### config.mk
export PLATFORM = sky130hd
export DESIGN_NAME = adc_sequence_status_results
export DESIGN_NICKNAME = d
export VERILOG_FILES = /design/src/adc_sequence_status_results.v /design/src/conv_sequencer.v /design/src/trig_sync.v
export VERILOG_INCLUDE_DIRS = /design/src
export SDC_FILE = /design/constraint.sdc
export NUM_CORES = 1
export LEC_CHECK = 0
export CAP_MARGIN = 30
export CORE_ASPECT_RATIO = 1.1
export CORE_UTILIZATION = 56
export CTS_BUF_LIST = sky130_fd_sc_hd__clkbuf_4 sky130_fd_sc_hd__clkbuf_8
export DETAILED_ROUTE_END_ITERATION = 8
export DONT_BUFFER_PORTS = 1
export PLACE_DENSITY = 0.71
export SLEW_MARGIN = 20
export SYNTH_ARGS = -nofsm -noshare
export SYNTH_HDL_FRONTEND = slang
export SYNTH_SLANG_ARGS = --single-unit
### constraint.sdc
create_clock -name clk -period 4.2 [get_ports clk]
set_input_delay 0 -clock clk [delete_from_list [all_inputs] [get_ports clk]]
set_output_delay 0 -clock clk [all_outputs]
set_load 0.01 [all_outputs]
### src/adc_seq_map.vh
`ifndef ADC_SEQ_MAP_VH
`define ADC_SEQ_MAP_VH

// register indices; byte address on the bus is four times the index
`define IDX_CTL_TWO 5'h02
`define IDX_CTL_THREE 5'h03
`define IDX_CTL_FOUR 5'h04
`define IDX_CTL_FIVE 5'h05
`define IDX_STATUS_ZERO 5'h06
`define IDX_RESULT_BASE 5'h10
`define IDX_RESULT_SIX_HIGH 5'h1C
`define IDX_RESULT_SIX_LOW 5'h1D
`define IDX_RESULT_SEVEN_HIGH 5'h1E
`define IDX_RESULT_SEVEN_LOW 5'h1F

// status register fields
`define STAT_SEQ_DONE_BIT 7
`define STAT_TRIG_OVR_BIT 5
`define STAT_RES_OVR_BIT 4
`define STAT_CNT_MSB 2
`define STAT_CNT_LSB 0

// control two fields
`define CTL2_FAST_CLEAR_BIT 6
`define CTL2_TRIG_POL_BIT 4
`define CTL2_LEVEL_SEL_BIT 3
`define CTL2_TRIG_EN_BIT 2
// control three fields
`define CTL3_LEN_MSB 6
`define CTL3_LEN_LSB 3
`define CTL3_FIFO_BIT 2
// control four fields
`define CTL4_TIME_MSB 4
`define CTL4_TIME_LSB 0
// control five fields
`define CTL5_SCAN_BIT 5
`define CTL5_MULT_BIT 4
`define CTL5_CHAN_MSB 2
`define CTL5_CHAN_LSB 0

// reset values
`define CTL_RESET 8'h00
`define STATUS_RESET 8'h00

// least conversion time in clock cycles, added to the control four field
`define CONV_MIN_CYCLES 6'h02
`define SEQ_MAX_LEN 4'h8

`endif

### src/adc_sequence_status_results.v
`timescale 1ns/1ps
`default_nettype none

`include "adc_seq_map.vh"

// Contract
// - set done flag when sequence finishes
// - scan mode sets flag after every sequence
// - clear done flag: write one, control five
// - fast clear: result read clears done flag
// - edge mode: trigger while busy sets overrun
// - clear overrun: write one, control five
// - control two-four write aborts, clears overrun
// - status shows flags and three-bit counter
// - status writes never touch counter bits
// - registers decode at base plus offset
module adc_sequence_status_results #(
  parameter [31:0] BASE_ADDR = 32'h0000_0000
) (
  input wire clk,
  input wire rst,
  input wire ce,
  input wire psel,
  input wire penable,
  input wire pwrite,
  input wire [31:0] paddr,
  input wire [31:0] pwdata,
  input wire [3:0] pstrb,
  output wire pready,
  output reg [31:0] prdata,
  output reg pslverr,
  input wire ext_trigger,
  input wire [9:0] analog_code,
  output reg [2:0] analog_chan,
  output wire seq_busy
);

  reg [7:0] ctl_two_q;
  reg [7:0] ctl_three_q;
  reg [7:0] ctl_four_q;
  reg [7:0] ctl_five_q;
  reg sequence_complete_flag_q;
  reg sequence_complete_flag_d;
  reg trigger_overrun_flag_q;
  reg trigger_overrun_flag_d;
  reg result_overrun_flag_q;
  reg result_overrun_flag_d;
  reg armed_q;
  reg [7:0] unread_q;
  reg [9:0] result_mem [0:7];

  wire [4:0] idx;
  wire hit;
  wire wr_acc;
  wire rd_acc;
  wire wr_ctl234;
  wire wr_ctl5;
  wire wr_stat;
  wire rd_result;
  wire rd_low;
  wire [7:0] wbyte;
  wire fast_clear_enable;
  wire trigger_level_edge_select;
  wire trig_en;
  wire fifo_mode;
  wire [3:0] len_code;
  wire [3:0] seq_len;
  wire [5:0] conv_cycles;
  wire trig_level;
  wire trig_rise;
  wire trig_fall;
  wire trig_active_edge;
  wire trig_active_level;
  wire seq_start;
  wire conv_done;
  wire seq_done;
  wire [2:0] slot;
  wire [2:0] chan;
  wire [2:0] conversion_counter;

  // status reset image; each flag takes its own bit of it
  localparam [7:0] STAT_RESET_VAL = `STATUS_RESET;

  // true when the word index names a result byte
  function is_result;
    input [4:0] i;
    begin
      is_result = (i[4:3] == `IDX_RESULT_BASE >> 3) ||
        (i[4:3] == 2'b11);
    end
  endfunction

  // true when the word index names any implemented register
  function is_mapped;
    input [4:0] i;
    begin
      is_mapped = is_result(i) ||
        (i >= `IDX_CTL_TWO && i <= `IDX_STATUS_ZERO);
    end
  endfunction

  // only bits above the module window are compared against the base
  assign idx = paddr[6:2];
  assign hit = (paddr[31:7] == BASE_ADDR[31:7]);
  assign wr_acc = ce & psel & penable & pwrite & hit & is_mapped(idx);
  assign rd_acc = ce & psel & penable & ~pwrite & hit & is_mapped(idx);
  // a write without the low lane enabled stores nothing
  assign wbyte = pstrb[0] ? pwdata[7:0] : 8'h00;
  assign wr_ctl234 = wr_acc & pstrb[0] &
    ((idx == `IDX_CTL_TWO) || (idx == `IDX_CTL_THREE) ||
     (idx == `IDX_CTL_FOUR));
  assign wr_ctl5 = wr_acc & pstrb[0] & (idx == `IDX_CTL_FIVE);
  assign wr_stat = wr_acc & pstrb[0] & (idx == `IDX_STATUS_ZERO);
  assign rd_result = rd_acc & is_result(idx);
  assign rd_low = rd_result & idx[0];

  // zero-wait slave: answer data is prepared during the setup cycle
  assign pready = 1'b1;

  assign fast_clear_enable = ctl_two_q[`CTL2_FAST_CLEAR_BIT];
  assign trigger_level_edge_select = ctl_two_q[`CTL2_LEVEL_SEL_BIT];
  assign trig_en = ctl_two_q[`CTL2_TRIG_EN_BIT];
  assign fifo_mode = ctl_three_q[`CTL3_FIFO_BIT];
  assign len_code = ctl_three_q[`CTL3_LEN_MSB:`CTL3_LEN_LSB];
  // code zero and codes above the channel count mean eight conversions
  assign seq_len = (len_code == 4'h0 || len_code > `SEQ_MAX_LEN) ?
    `SEQ_MAX_LEN : len_code;
  assign conv_cycles = {1'b0, ctl_four_q[`CTL4_TIME_MSB:`CTL4_TIME_LSB]} +
    `CONV_MIN_CYCLES;
  assign conversion_counter = slot;

  trig_sync u_trig_sync (
    .clk(clk),
    .rst(rst),
    .ce(ce),
    .pin(ext_trigger),
    .level(trig_level),
    .rise(trig_rise),
    .fall(trig_fall)
  );

  // polarity bit picks the active edge or level
  assign trig_active_edge = ctl_two_q[`CTL2_TRIG_POL_BIT] ? trig_rise :
    trig_fall;
  assign trig_active_level = ~(trig_level ^ ctl_two_q[`CTL2_TRIG_POL_BIT]);

  // without a trigger, the control five write starts at once; with one,
  // it only arms and the trigger starts the sequence
  assign seq_start = (wr_ctl5 & ~trig_en) |
    (armed_q & trig_en & ~seq_busy & ~wr_ctl5 & ~wr_ctl234 &
     (trigger_level_edge_select ? trig_active_level : trig_active_edge));

  conv_sequencer u_conv_sequencer (
    .clk(clk),
    .rst(rst),
    .ce(ce),
    .start(seq_start),
    .abort(wr_ctl234),
    .scan(ctl_five_q[`CTL5_SCAN_BIT]),
    .fifo(fifo_mode),
    .mult(ctl_five_q[`CTL5_MULT_BIT]),
    .len(seq_len),
    .first_chan(ctl_five_q[`CTL5_CHAN_MSB:`CTL5_CHAN_LSB]),
    .conv_cycles(conv_cycles),
    .busy(seq_busy),
    .conv_done(conv_done),
    .seq_done(seq_done),
    .slot(slot),
    .chan(chan)
  );

  // control registers and trigger arming
  always @(posedge clk) begin
    if (rst) begin
      ctl_two_q <= `CTL_RESET;
      ctl_three_q <= `CTL_RESET;
      ctl_four_q <= `CTL_RESET;
      ctl_five_q <= `CTL_RESET;
      armed_q <= 1'b0;
      analog_chan <= 3'h0;
    end else if (ce) begin
      analog_chan <= chan;
      if (wr_acc && pstrb[0] && idx == `IDX_CTL_TWO) begin
        ctl_two_q <= wbyte;
      end
      if (wr_acc && pstrb[0] && idx == `IDX_CTL_THREE) begin
        ctl_three_q <= wbyte;
      end
      if (wr_acc && pstrb[0] && idx == `IDX_CTL_FOUR) begin
        ctl_four_q <= wbyte;
      end
      if (wr_ctl5) begin
        ctl_five_q <= wbyte;
      end
      // a trigger-started non-scan sequence needs a fresh control five write
      if (wr_ctl234) begin
        armed_q <= 1'b0;
      end else if (wr_ctl5) begin
        armed_q <= 1'b1;
      end else if (seq_done && !ctl_five_q[`CTL5_SCAN_BIT]) begin
        armed_q <= 1'b0;
      end
    end
  end

  // flag next values; every set term is applied after the clears so that
  // an event in the clearing cycle is never lost, save a trigger overrun during a control two-four write
  always @* begin
    sequence_complete_flag_d = sequence_complete_flag_q;
    trigger_overrun_flag_d = trigger_overrun_flag_q;
    result_overrun_flag_d = result_overrun_flag_q;
    if (wr_stat && wbyte[`STAT_SEQ_DONE_BIT]) begin
      sequence_complete_flag_d = 1'b0;
    end
    if (wr_ctl5) begin
      sequence_complete_flag_d = 1'b0;
      trigger_overrun_flag_d = 1'b0;
    end
    if (rd_result && fast_clear_enable) begin
      sequence_complete_flag_d = 1'b0;
    end
    if (wr_stat && wbyte[`STAT_TRIG_OVR_BIT]) begin
      trigger_overrun_flag_d = 1'b0;
    end
    if (wr_ctl234) begin
      trigger_overrun_flag_d = 1'b0;
    end
    if (wr_stat && wbyte[`STAT_RES_OVR_BIT]) begin
      result_overrun_flag_d = 1'b0;
    end
    // scan mode reaches here once per finished sequence
    if (seq_done) begin
      sequence_complete_flag_d = 1'b1;
    end
    if (trig_en && !trigger_level_edge_select && trig_active_edge &&
        seq_busy && !wr_ctl234) begin
      trigger_overrun_flag_d = 1'b1;
    end
    // fifo mode: a result lands on a slot whose previous value is unread
    if (conv_done && fifo_mode && unread_q[slot]) begin
      result_overrun_flag_d = 1'b1;
    end
  end

  // status flags; the counter bits are not stored here at all, so a status
  // write cannot reach them
  always @(posedge clk) begin
    if (rst) begin
      sequence_complete_flag_q <= STAT_RESET_VAL[`STAT_SEQ_DONE_BIT];
      trigger_overrun_flag_q <= STAT_RESET_VAL[`STAT_TRIG_OVR_BIT];
      result_overrun_flag_q <= STAT_RESET_VAL[`STAT_RES_OVR_BIT];
    end else if (ce) begin
      sequence_complete_flag_q <= sequence_complete_flag_d;
      trigger_overrun_flag_q <= trigger_overrun_flag_d;
      result_overrun_flag_q <= result_overrun_flag_d;
    end
  end

  // result storage and per-slot unread marks
  always @(posedge clk) begin
    if (rst) begin
      unread_q <= 8'h00;
    end else if (ce) begin
      if (rd_low) begin
        unread_q[idx[3:1]] <= 1'b0;
      end
      // a new result wins over a read of the same slot in one cycle
      if (conv_done) begin
        result_mem[slot] <= analog_code;
        unread_q[slot] <= 1'b1;
      end
    end
  end

  // read data is latched in the setup cycle and held through the access
  always @(posedge clk) begin
    if (rst) begin
      prdata <= 32'h0000_0000;
      pslverr <= 1'b0;
    end else if (ce && psel && !penable) begin
      prdata <= 32'h0000_0000;
      pslverr <= ~(hit & is_mapped(idx));
      if (!pwrite && hit) begin
        case (idx)
          `IDX_CTL_TWO: prdata[7:0] <= ctl_two_q;
          `IDX_CTL_THREE: prdata[7:0] <= ctl_three_q;
          `IDX_CTL_FOUR: prdata[7:0] <= ctl_four_q;
          `IDX_CTL_FIVE: prdata[7:0] <= ctl_five_q;
          `IDX_STATUS_ZERO: begin
            // readable at any time; bits 6 and 3 read zero
            prdata[`STAT_SEQ_DONE_BIT] <= sequence_complete_flag_q;
            prdata[`STAT_TRIG_OVR_BIT] <= trigger_overrun_flag_q;
            prdata[`STAT_RES_OVR_BIT] <= result_overrun_flag_q;
            prdata[`STAT_CNT_MSB:`STAT_CNT_LSB] <= conversion_counter;
          end
          default: begin
            if (is_result(idx) && idx[0]) begin
              prdata[7:0] <= result_mem[idx[3:1]][7:0];
            end else if (is_result(idx)) begin
              prdata[1:0] <= result_mem[idx[3:1]][9:8];
            end
          end
        endcase
      end
    end
  end

endmodule // adc_sequence_status_results

`default_nettype wire

### src/conv_sequencer.v
`timescale 1ns/1ps
`default_nettype none

`include "adc_seq_map.vh"

// walks one conversion sequence: a fixed time per conversion, then the next
// result slot, and the next channel only when mult is set; in scan mode it wraps round without stopping
module conv_sequencer (
  input wire clk,
  input wire rst,
  input wire ce,
  input wire start,
  input wire abort,
  input wire scan,
  input wire fifo,
  input wire mult,
  input wire [3:0] len,
  input wire [2:0] first_chan,
  input wire [5:0] conv_cycles,
  output reg busy,
  output wire conv_done,
  output wire seq_done,
  output reg [2:0] slot,
  output reg [2:0] chan
);

  localparam ST_IDLE = 1'b0;
  localparam ST_CONV = 1'b1;

  reg [5:0] timer_q;
  reg [3:0] count_q;
  wire last;

  assign conv_done = ce & busy & (timer_q == 6'h01);
  assign last = (count_q == len - 4'h1);
  assign seq_done = conv_done & last;

  // abort beats start, start beats the running sequence
  always @(posedge clk) begin
    if (rst) begin
      busy <= ST_IDLE;
      timer_q <= 6'h00;
      count_q <= 4'h0;
      slot <= 3'h0;
      chan <= 3'h0;
    end else if (ce) begin
      if (abort) begin
        busy <= ST_IDLE;
      end else if (start) begin
        busy <= ST_CONV;
        timer_q <= conv_cycles;
        count_q <= 4'h0;
        chan <= first_chan;
        if (!fifo) begin
          slot <= 3'h0;
        end
      end else begin
        case (busy)
          ST_IDLE: begin
            timer_q <= 6'h00;
          end
          ST_CONV: begin
            if (timer_q != 6'h01) begin
              timer_q <= timer_q - 6'h01;
            end else begin
              timer_q <= conv_cycles;
              // non-fifo scans restart filling from slot zero
              slot <= (last && !fifo) ? 3'h0 : slot + 3'h1;
              if (last) begin
                count_q <= 4'h0;
                chan <= first_chan;
                busy <= scan ? ST_CONV : ST_IDLE;
              end else begin
                count_q <= count_q + 4'h1;
                chan <= mult ? chan + 3'h1 : chan;
              end
            end
          end
          default: begin
            busy <= ST_IDLE;
          end
        endcase
      end
    end
  end

endmodule // conv_sequencer

`default_nettype wire

### src/trig_sync.v
`timescale 1ns/1ps
`default_nettype none

// three-stage synchroniser; the filtered level moves only when stages two
// and three agree, so a single-cycle glitch never reaches the edge detector
module trig_sync (
  input wire clk,
  input wire rst,
  input wire ce,
  input wire pin,
  output reg level,
  output wire rise,
  output wire fall
);

  reg s1_q;
  reg s2_q;
  reg s3_q;
  reg level_d;

  // s1_q is read only by s2_q
  always @(posedge clk) begin
    if (rst) begin
      s1_q <= 1'b0;
      s2_q <= 1'b0;
      s3_q <= 1'b0;
      level <= 1'b0;
    end else if (ce) begin
      s1_q <= pin;
      s2_q <= s1_q;
      s3_q <= s2_q;
      level <= level_d;
    end
  end

  // agreement filter
  always @* begin
    level_d = level;
    if (s2_q == s3_q) begin
      level_d = s3_q;
    end
  end

  assign rise = ce & level_d & ~level;
  assign fall = ce & ~level_d & level;

endmodule // trig_sync

`default_nettype wire
==> results.md <==
- The core region area is 0.01275 mm2.
- Once detailed placement completed, the half-perimeter wirelength came to 12360 um.
- The die is 122.6 um tall.
- The power density over the cells is 347.5 mW/mm2.
- The worst min-delay path endpoint is prdata[7].
- Entering global routing, the biggest net connects 74 pins.
- Global routing finished with a remaining overflow of 0.
- For this block, the via count after detailed routing is 5880.
- The initial antenna violation count is 0.
- The average instance area after synthesis is 10.01 um2.
- 123 I/O pins were placed.
- The startpoint identified for the worst register-to-register timing path is ctl_two_q[4].
- The primary flip-flop cell chosen by synthesis mapping is edfxtp_1.
- The number of max-cap violations is 0.
- Buffers added to address setup during post-CTS repair amount to 0.
- The count of state elements after synthesis is 157.
- The post-CTS resize count is 0.
- For this run, the slowest stage of the critical path takes 570 ps.
- The run finished, with violations left.
- The final reports fail on DRC.
- In this run the biggest area consumer among cell types represents 32.47% of the synthesized area.
- The floorplan step set the die width to 111.6 um.
- The clock edge transition at the registers on the reported setup and hold paths is 80 ps.
- At the placement stage, the worst setup path has a slack of 1290 ps.
- The peak fanout along the critical path is 13.
- The worst-case headroom to the max-slew limit is 57.10%.
- The detailed-route wire length per cell is 20.46 um.
- The number of distinct standard cells referenced by the synthesized netlist is 68.
- The most frequent cell on the critical path is o21ai_2.
- Setup total negative slack on the finished layout was measured at 0 ps.
- The initialized floorplan defines 43 standard-cell rows.
- The first-pass GRT wire length is 29640 um.
- The net count of the finished layout is 854.
- The critical path data arrival time is 3440 ps.
- The share of the clock period used by the worst path after layout is 72.67%.
- By count the netlist is led by 80 x edfxtp_1, 79 x nand2_1, 77 x dfxtp_1.
- Routability-driven placement finished with a final weighted congestion of 0.9129.
- The cell family with the largest share of critical-path delay is compound AO/OA/AOI/OAI gates.
- The largest area contributor in the synthesized netlist is edfxtp_1.
- The worst path buffer plus inverter count is 1.
- The share of the Yosys chip area taken by registers is 53.31%.
- The root buffer cell is clkbuf_8.
- In this run, CTS created clock tree buffers numbering 17.
- The worst register-to-register path ends at u_conv_sequencer.count_q[1].
- Yosys printed 0 warnings.
- The combined global-route utilization of all metal layers is 28.93%.
- In this run the register-to-register setup slack is 1150 ps.
- The worst setup path startpoint is ctl_two_q[4].
- The clock reaches the later pin of the worst-skew pair after 440 ps.
- The final antenna diode count is 0.
- The worst reg-to-reg path cell count is 8.
- IR analysis of the VDD net gives a maximum drop of 0.0002981 V.
- The setup-violating endpoint count in the final report is 0.
- The area growth from synthesis to layout is 10.37%.
- The capturing element type of the critical path is a register.
- The final layout contains routed wiring with a total length of 19050 um.
- The clock tree synthesis step divided the H-tree into 4 levels.
- STA classifies the critical path startpoint as a register.
- Subtracting the final worst setup slack from the clock period gives 3052 ps.
- The combined area of all synthesized cells is 0.007398 mm2.
- At the worst endpoint, the required time is 4580 ps.
- The dominant cell by count in the synthesized netlist is edfxtp_1.
- The overall die area is 0.01368 mm2.
- The remaining routing DRC violations is 13.
- The final worst-path setup slack is 1148 ps.
- The number of hold violations in the final report is 0.
- The first-iteration detailed-routing DRC count is 516.
- For the pin with the worst max-slew slack, the measured transition is 637.6 ps.
- The post-synthesis cell count is 739.
- The worst hold path was traced through 4 stages.
- Setup repair after global routing left no endpoint under its margin.
- The cell with the biggest individual delay on the critical path is or4b_4.
- The highest achievable clock rate is 327.7 MHz.
- Sorting the synthesized cells by area gives the leading types as edfxtp_1 32%, dfxtp_1 21%, a21oi_1 4.7%.
- Counting along the longest clock path gives a buffer depth of 2.
- The signal on the critical path passes through or4b_4, a211oi_2, o21ai_2, o21ai_4, o21ai_2, or3_1, a21oi_1, dlygate4sd3_1.
- The type of the setup path with the least slack is reg -> reg.
- Counting flops with a built-in enable in the synthesized netlist gives 80.
- The worst hold path begins at paddr[5].
- For this run, asynchronously set or reset flops after synthesis account for 0%.
- TritonCTS built the clock tree.
- The leakage power of the design is 0.002707 uW.
- Once detail routing completed, the nets flagged for antenna violations numbered 0.
- The fraction of final layout cells with drive strength greater than 1 is 8.527%.
- Clock tree synthesis found a total of 157 sinks.
- The number of pins exceeding their max-slew limit in the final report came to 0.
- The starting density of the core is 58.02%.
- The per-cell via count in the routed design is 6.316.
- The number of global-route vias before repair is 5577.
- The number of cells in the finished layout apart from fillers is 931.
- The final clock skew is 9.905 ps.
- For this run, the detailed router's first-pass iteration total came to 9.
- In this run the tool buffered the top-level ports with 0 buffer cells.
- The tightest min-delay check is of the in -> reg type.
- In this run, placement finished with an instance count of 861.
==> cell usage in the layout, fill, tap and decap left out, types with 4 or more instances in the layout <==
master	netlist	final
edfxtp_1	80	80
nand2_1	79	79
dfxtp_1	77	77
a21oi_1	70	70
nand3_1	52	52
nor2_1	39	39
o21ai_0	39	39
dlygate4sd3_1	0	36
mux2i_1	27	27
conb_1	2	25
inv_1	17	17
clkbuf_8	0	17
nor3_1	16	16
a22oi_1	15	15
mux2_2	11	11
nor4_1	10	10
buf_4	25	10
nor2b_1	9	9
and2_1	9	9
a221oi_1	9	9
nand2b_1	7	7
and3_1	7	7
o22ai_1	7	7
ha_1	7	7
o211ai_1	6	6
nand4_1	5	5
xnor2_1	5	5
or4_1	5	5
or3_1	5	5
a211oi_1	5	5
inv_6	0	5
a221o_1	4	4
==> report_power, final <==
group / switching, uW / total (uW) / leakage (uW) / internal (uW)
clock network: 584 / 1060 / 0.000175 / 476
logic: 104 / 165 / 0.00119 / 61.7
registers: 3.38 / 1610 / 0.00134 / 1610
total: 691 / 2840 / 0.00271 / 2150
==> cells by family after synthesis <==
kind of cell             after synthesis  synth area share [%]
AO/OA/AOI/OAI                        186                 16.08
adder cells (fa/ha/maj)                7                 1.184
other                                  2                0.1015
multiplexers                          40                 5.784
XOR/XNOR                               8                0.9471
AND/OR/NAND/NOR                      255                 16.89
flip-flops                           157                 53.31
buffers and inverters                 84                 5.699
==> stage by stage <==
stage               cell area, um2  util (%)  hold slack (ps)  power (uW)
floorplan                     7485         -            98.87        1773
global placement              7391     57.96            76.14        1745
detailed placement            7391     57.96            78.80        1748
CTS                           8147     63.89            1.695        2845
global route                  8165     64.04            33.15        2919
finish                        8165     64.04            28.95        2838
==> final cells by class <==
class                           instances  area [um2]
Timing Repair Buffer                   48       474.2
Fill cell                            1024        4586
Sequential cell                       157        3944
Tap cell                              157       196.4
Multi-Input combinational cell        521        3119
Clock buffer                           17       234.0
Clock inverter                         14       133.9
Inverter                               17       63.81
==> per-layer routing <==
layer / vias up / GRT usage [%] / wire (um)
met1: 2812 / 34.36 / 7381
met3: 61 / 6.222 / 1586
met4: 0 / 17.91 / 894
met5: - / 0 / 0
li1: 2719 / - / -
met2: 288 / 48.52 / 9188
==> flip-flops by register name, indices dropped and copies added, names as in the netlist, 3 cells and up <==
name / flops
u_conv_sequencer.slot: 3
u_conv_sequencer.chan: 3
u_conv_sequencer.count_q: 4
ctl_four_q: 8
result_mem: 80
ctl_two_q: 8
u_conv_sequencer.timer_q: 6
ctl_three_q: 8
prdata: 8
ctl_five_q: 8
unread_q: 8
analog_chan: 3
==> timing repair <==
item,CTS,global route
hold endpoints to repair,157,0
hold buffers,37,0
endpoints found under the setup margin,0,0
==> worst max-delay path by stage <==
stage / endpoint / slack (ps) / depth (start not counted)
final: u_conv_sequencer.count_q[1] / 1150 / 8
after global placement: result_mem[5][5] / 1380 / 8
after floorplan: result_mem[1][0] / 1590 / 8
after detailed placement: result_mem[5][5] / 1290 / 8
after global routing: u_conv_sequencer.count_q[1] / 960 / 8
after CTS: u_conv_sequencer.count_q[1] / 1210 / 8
==> tightest hold or removal path: stages <==
cell and delay [ps]:
nand4_1 50, a31oi_1 70, o21ai_0 210, a21oi_1 80
Note: power is estimated with default switching activity, not from simulation.
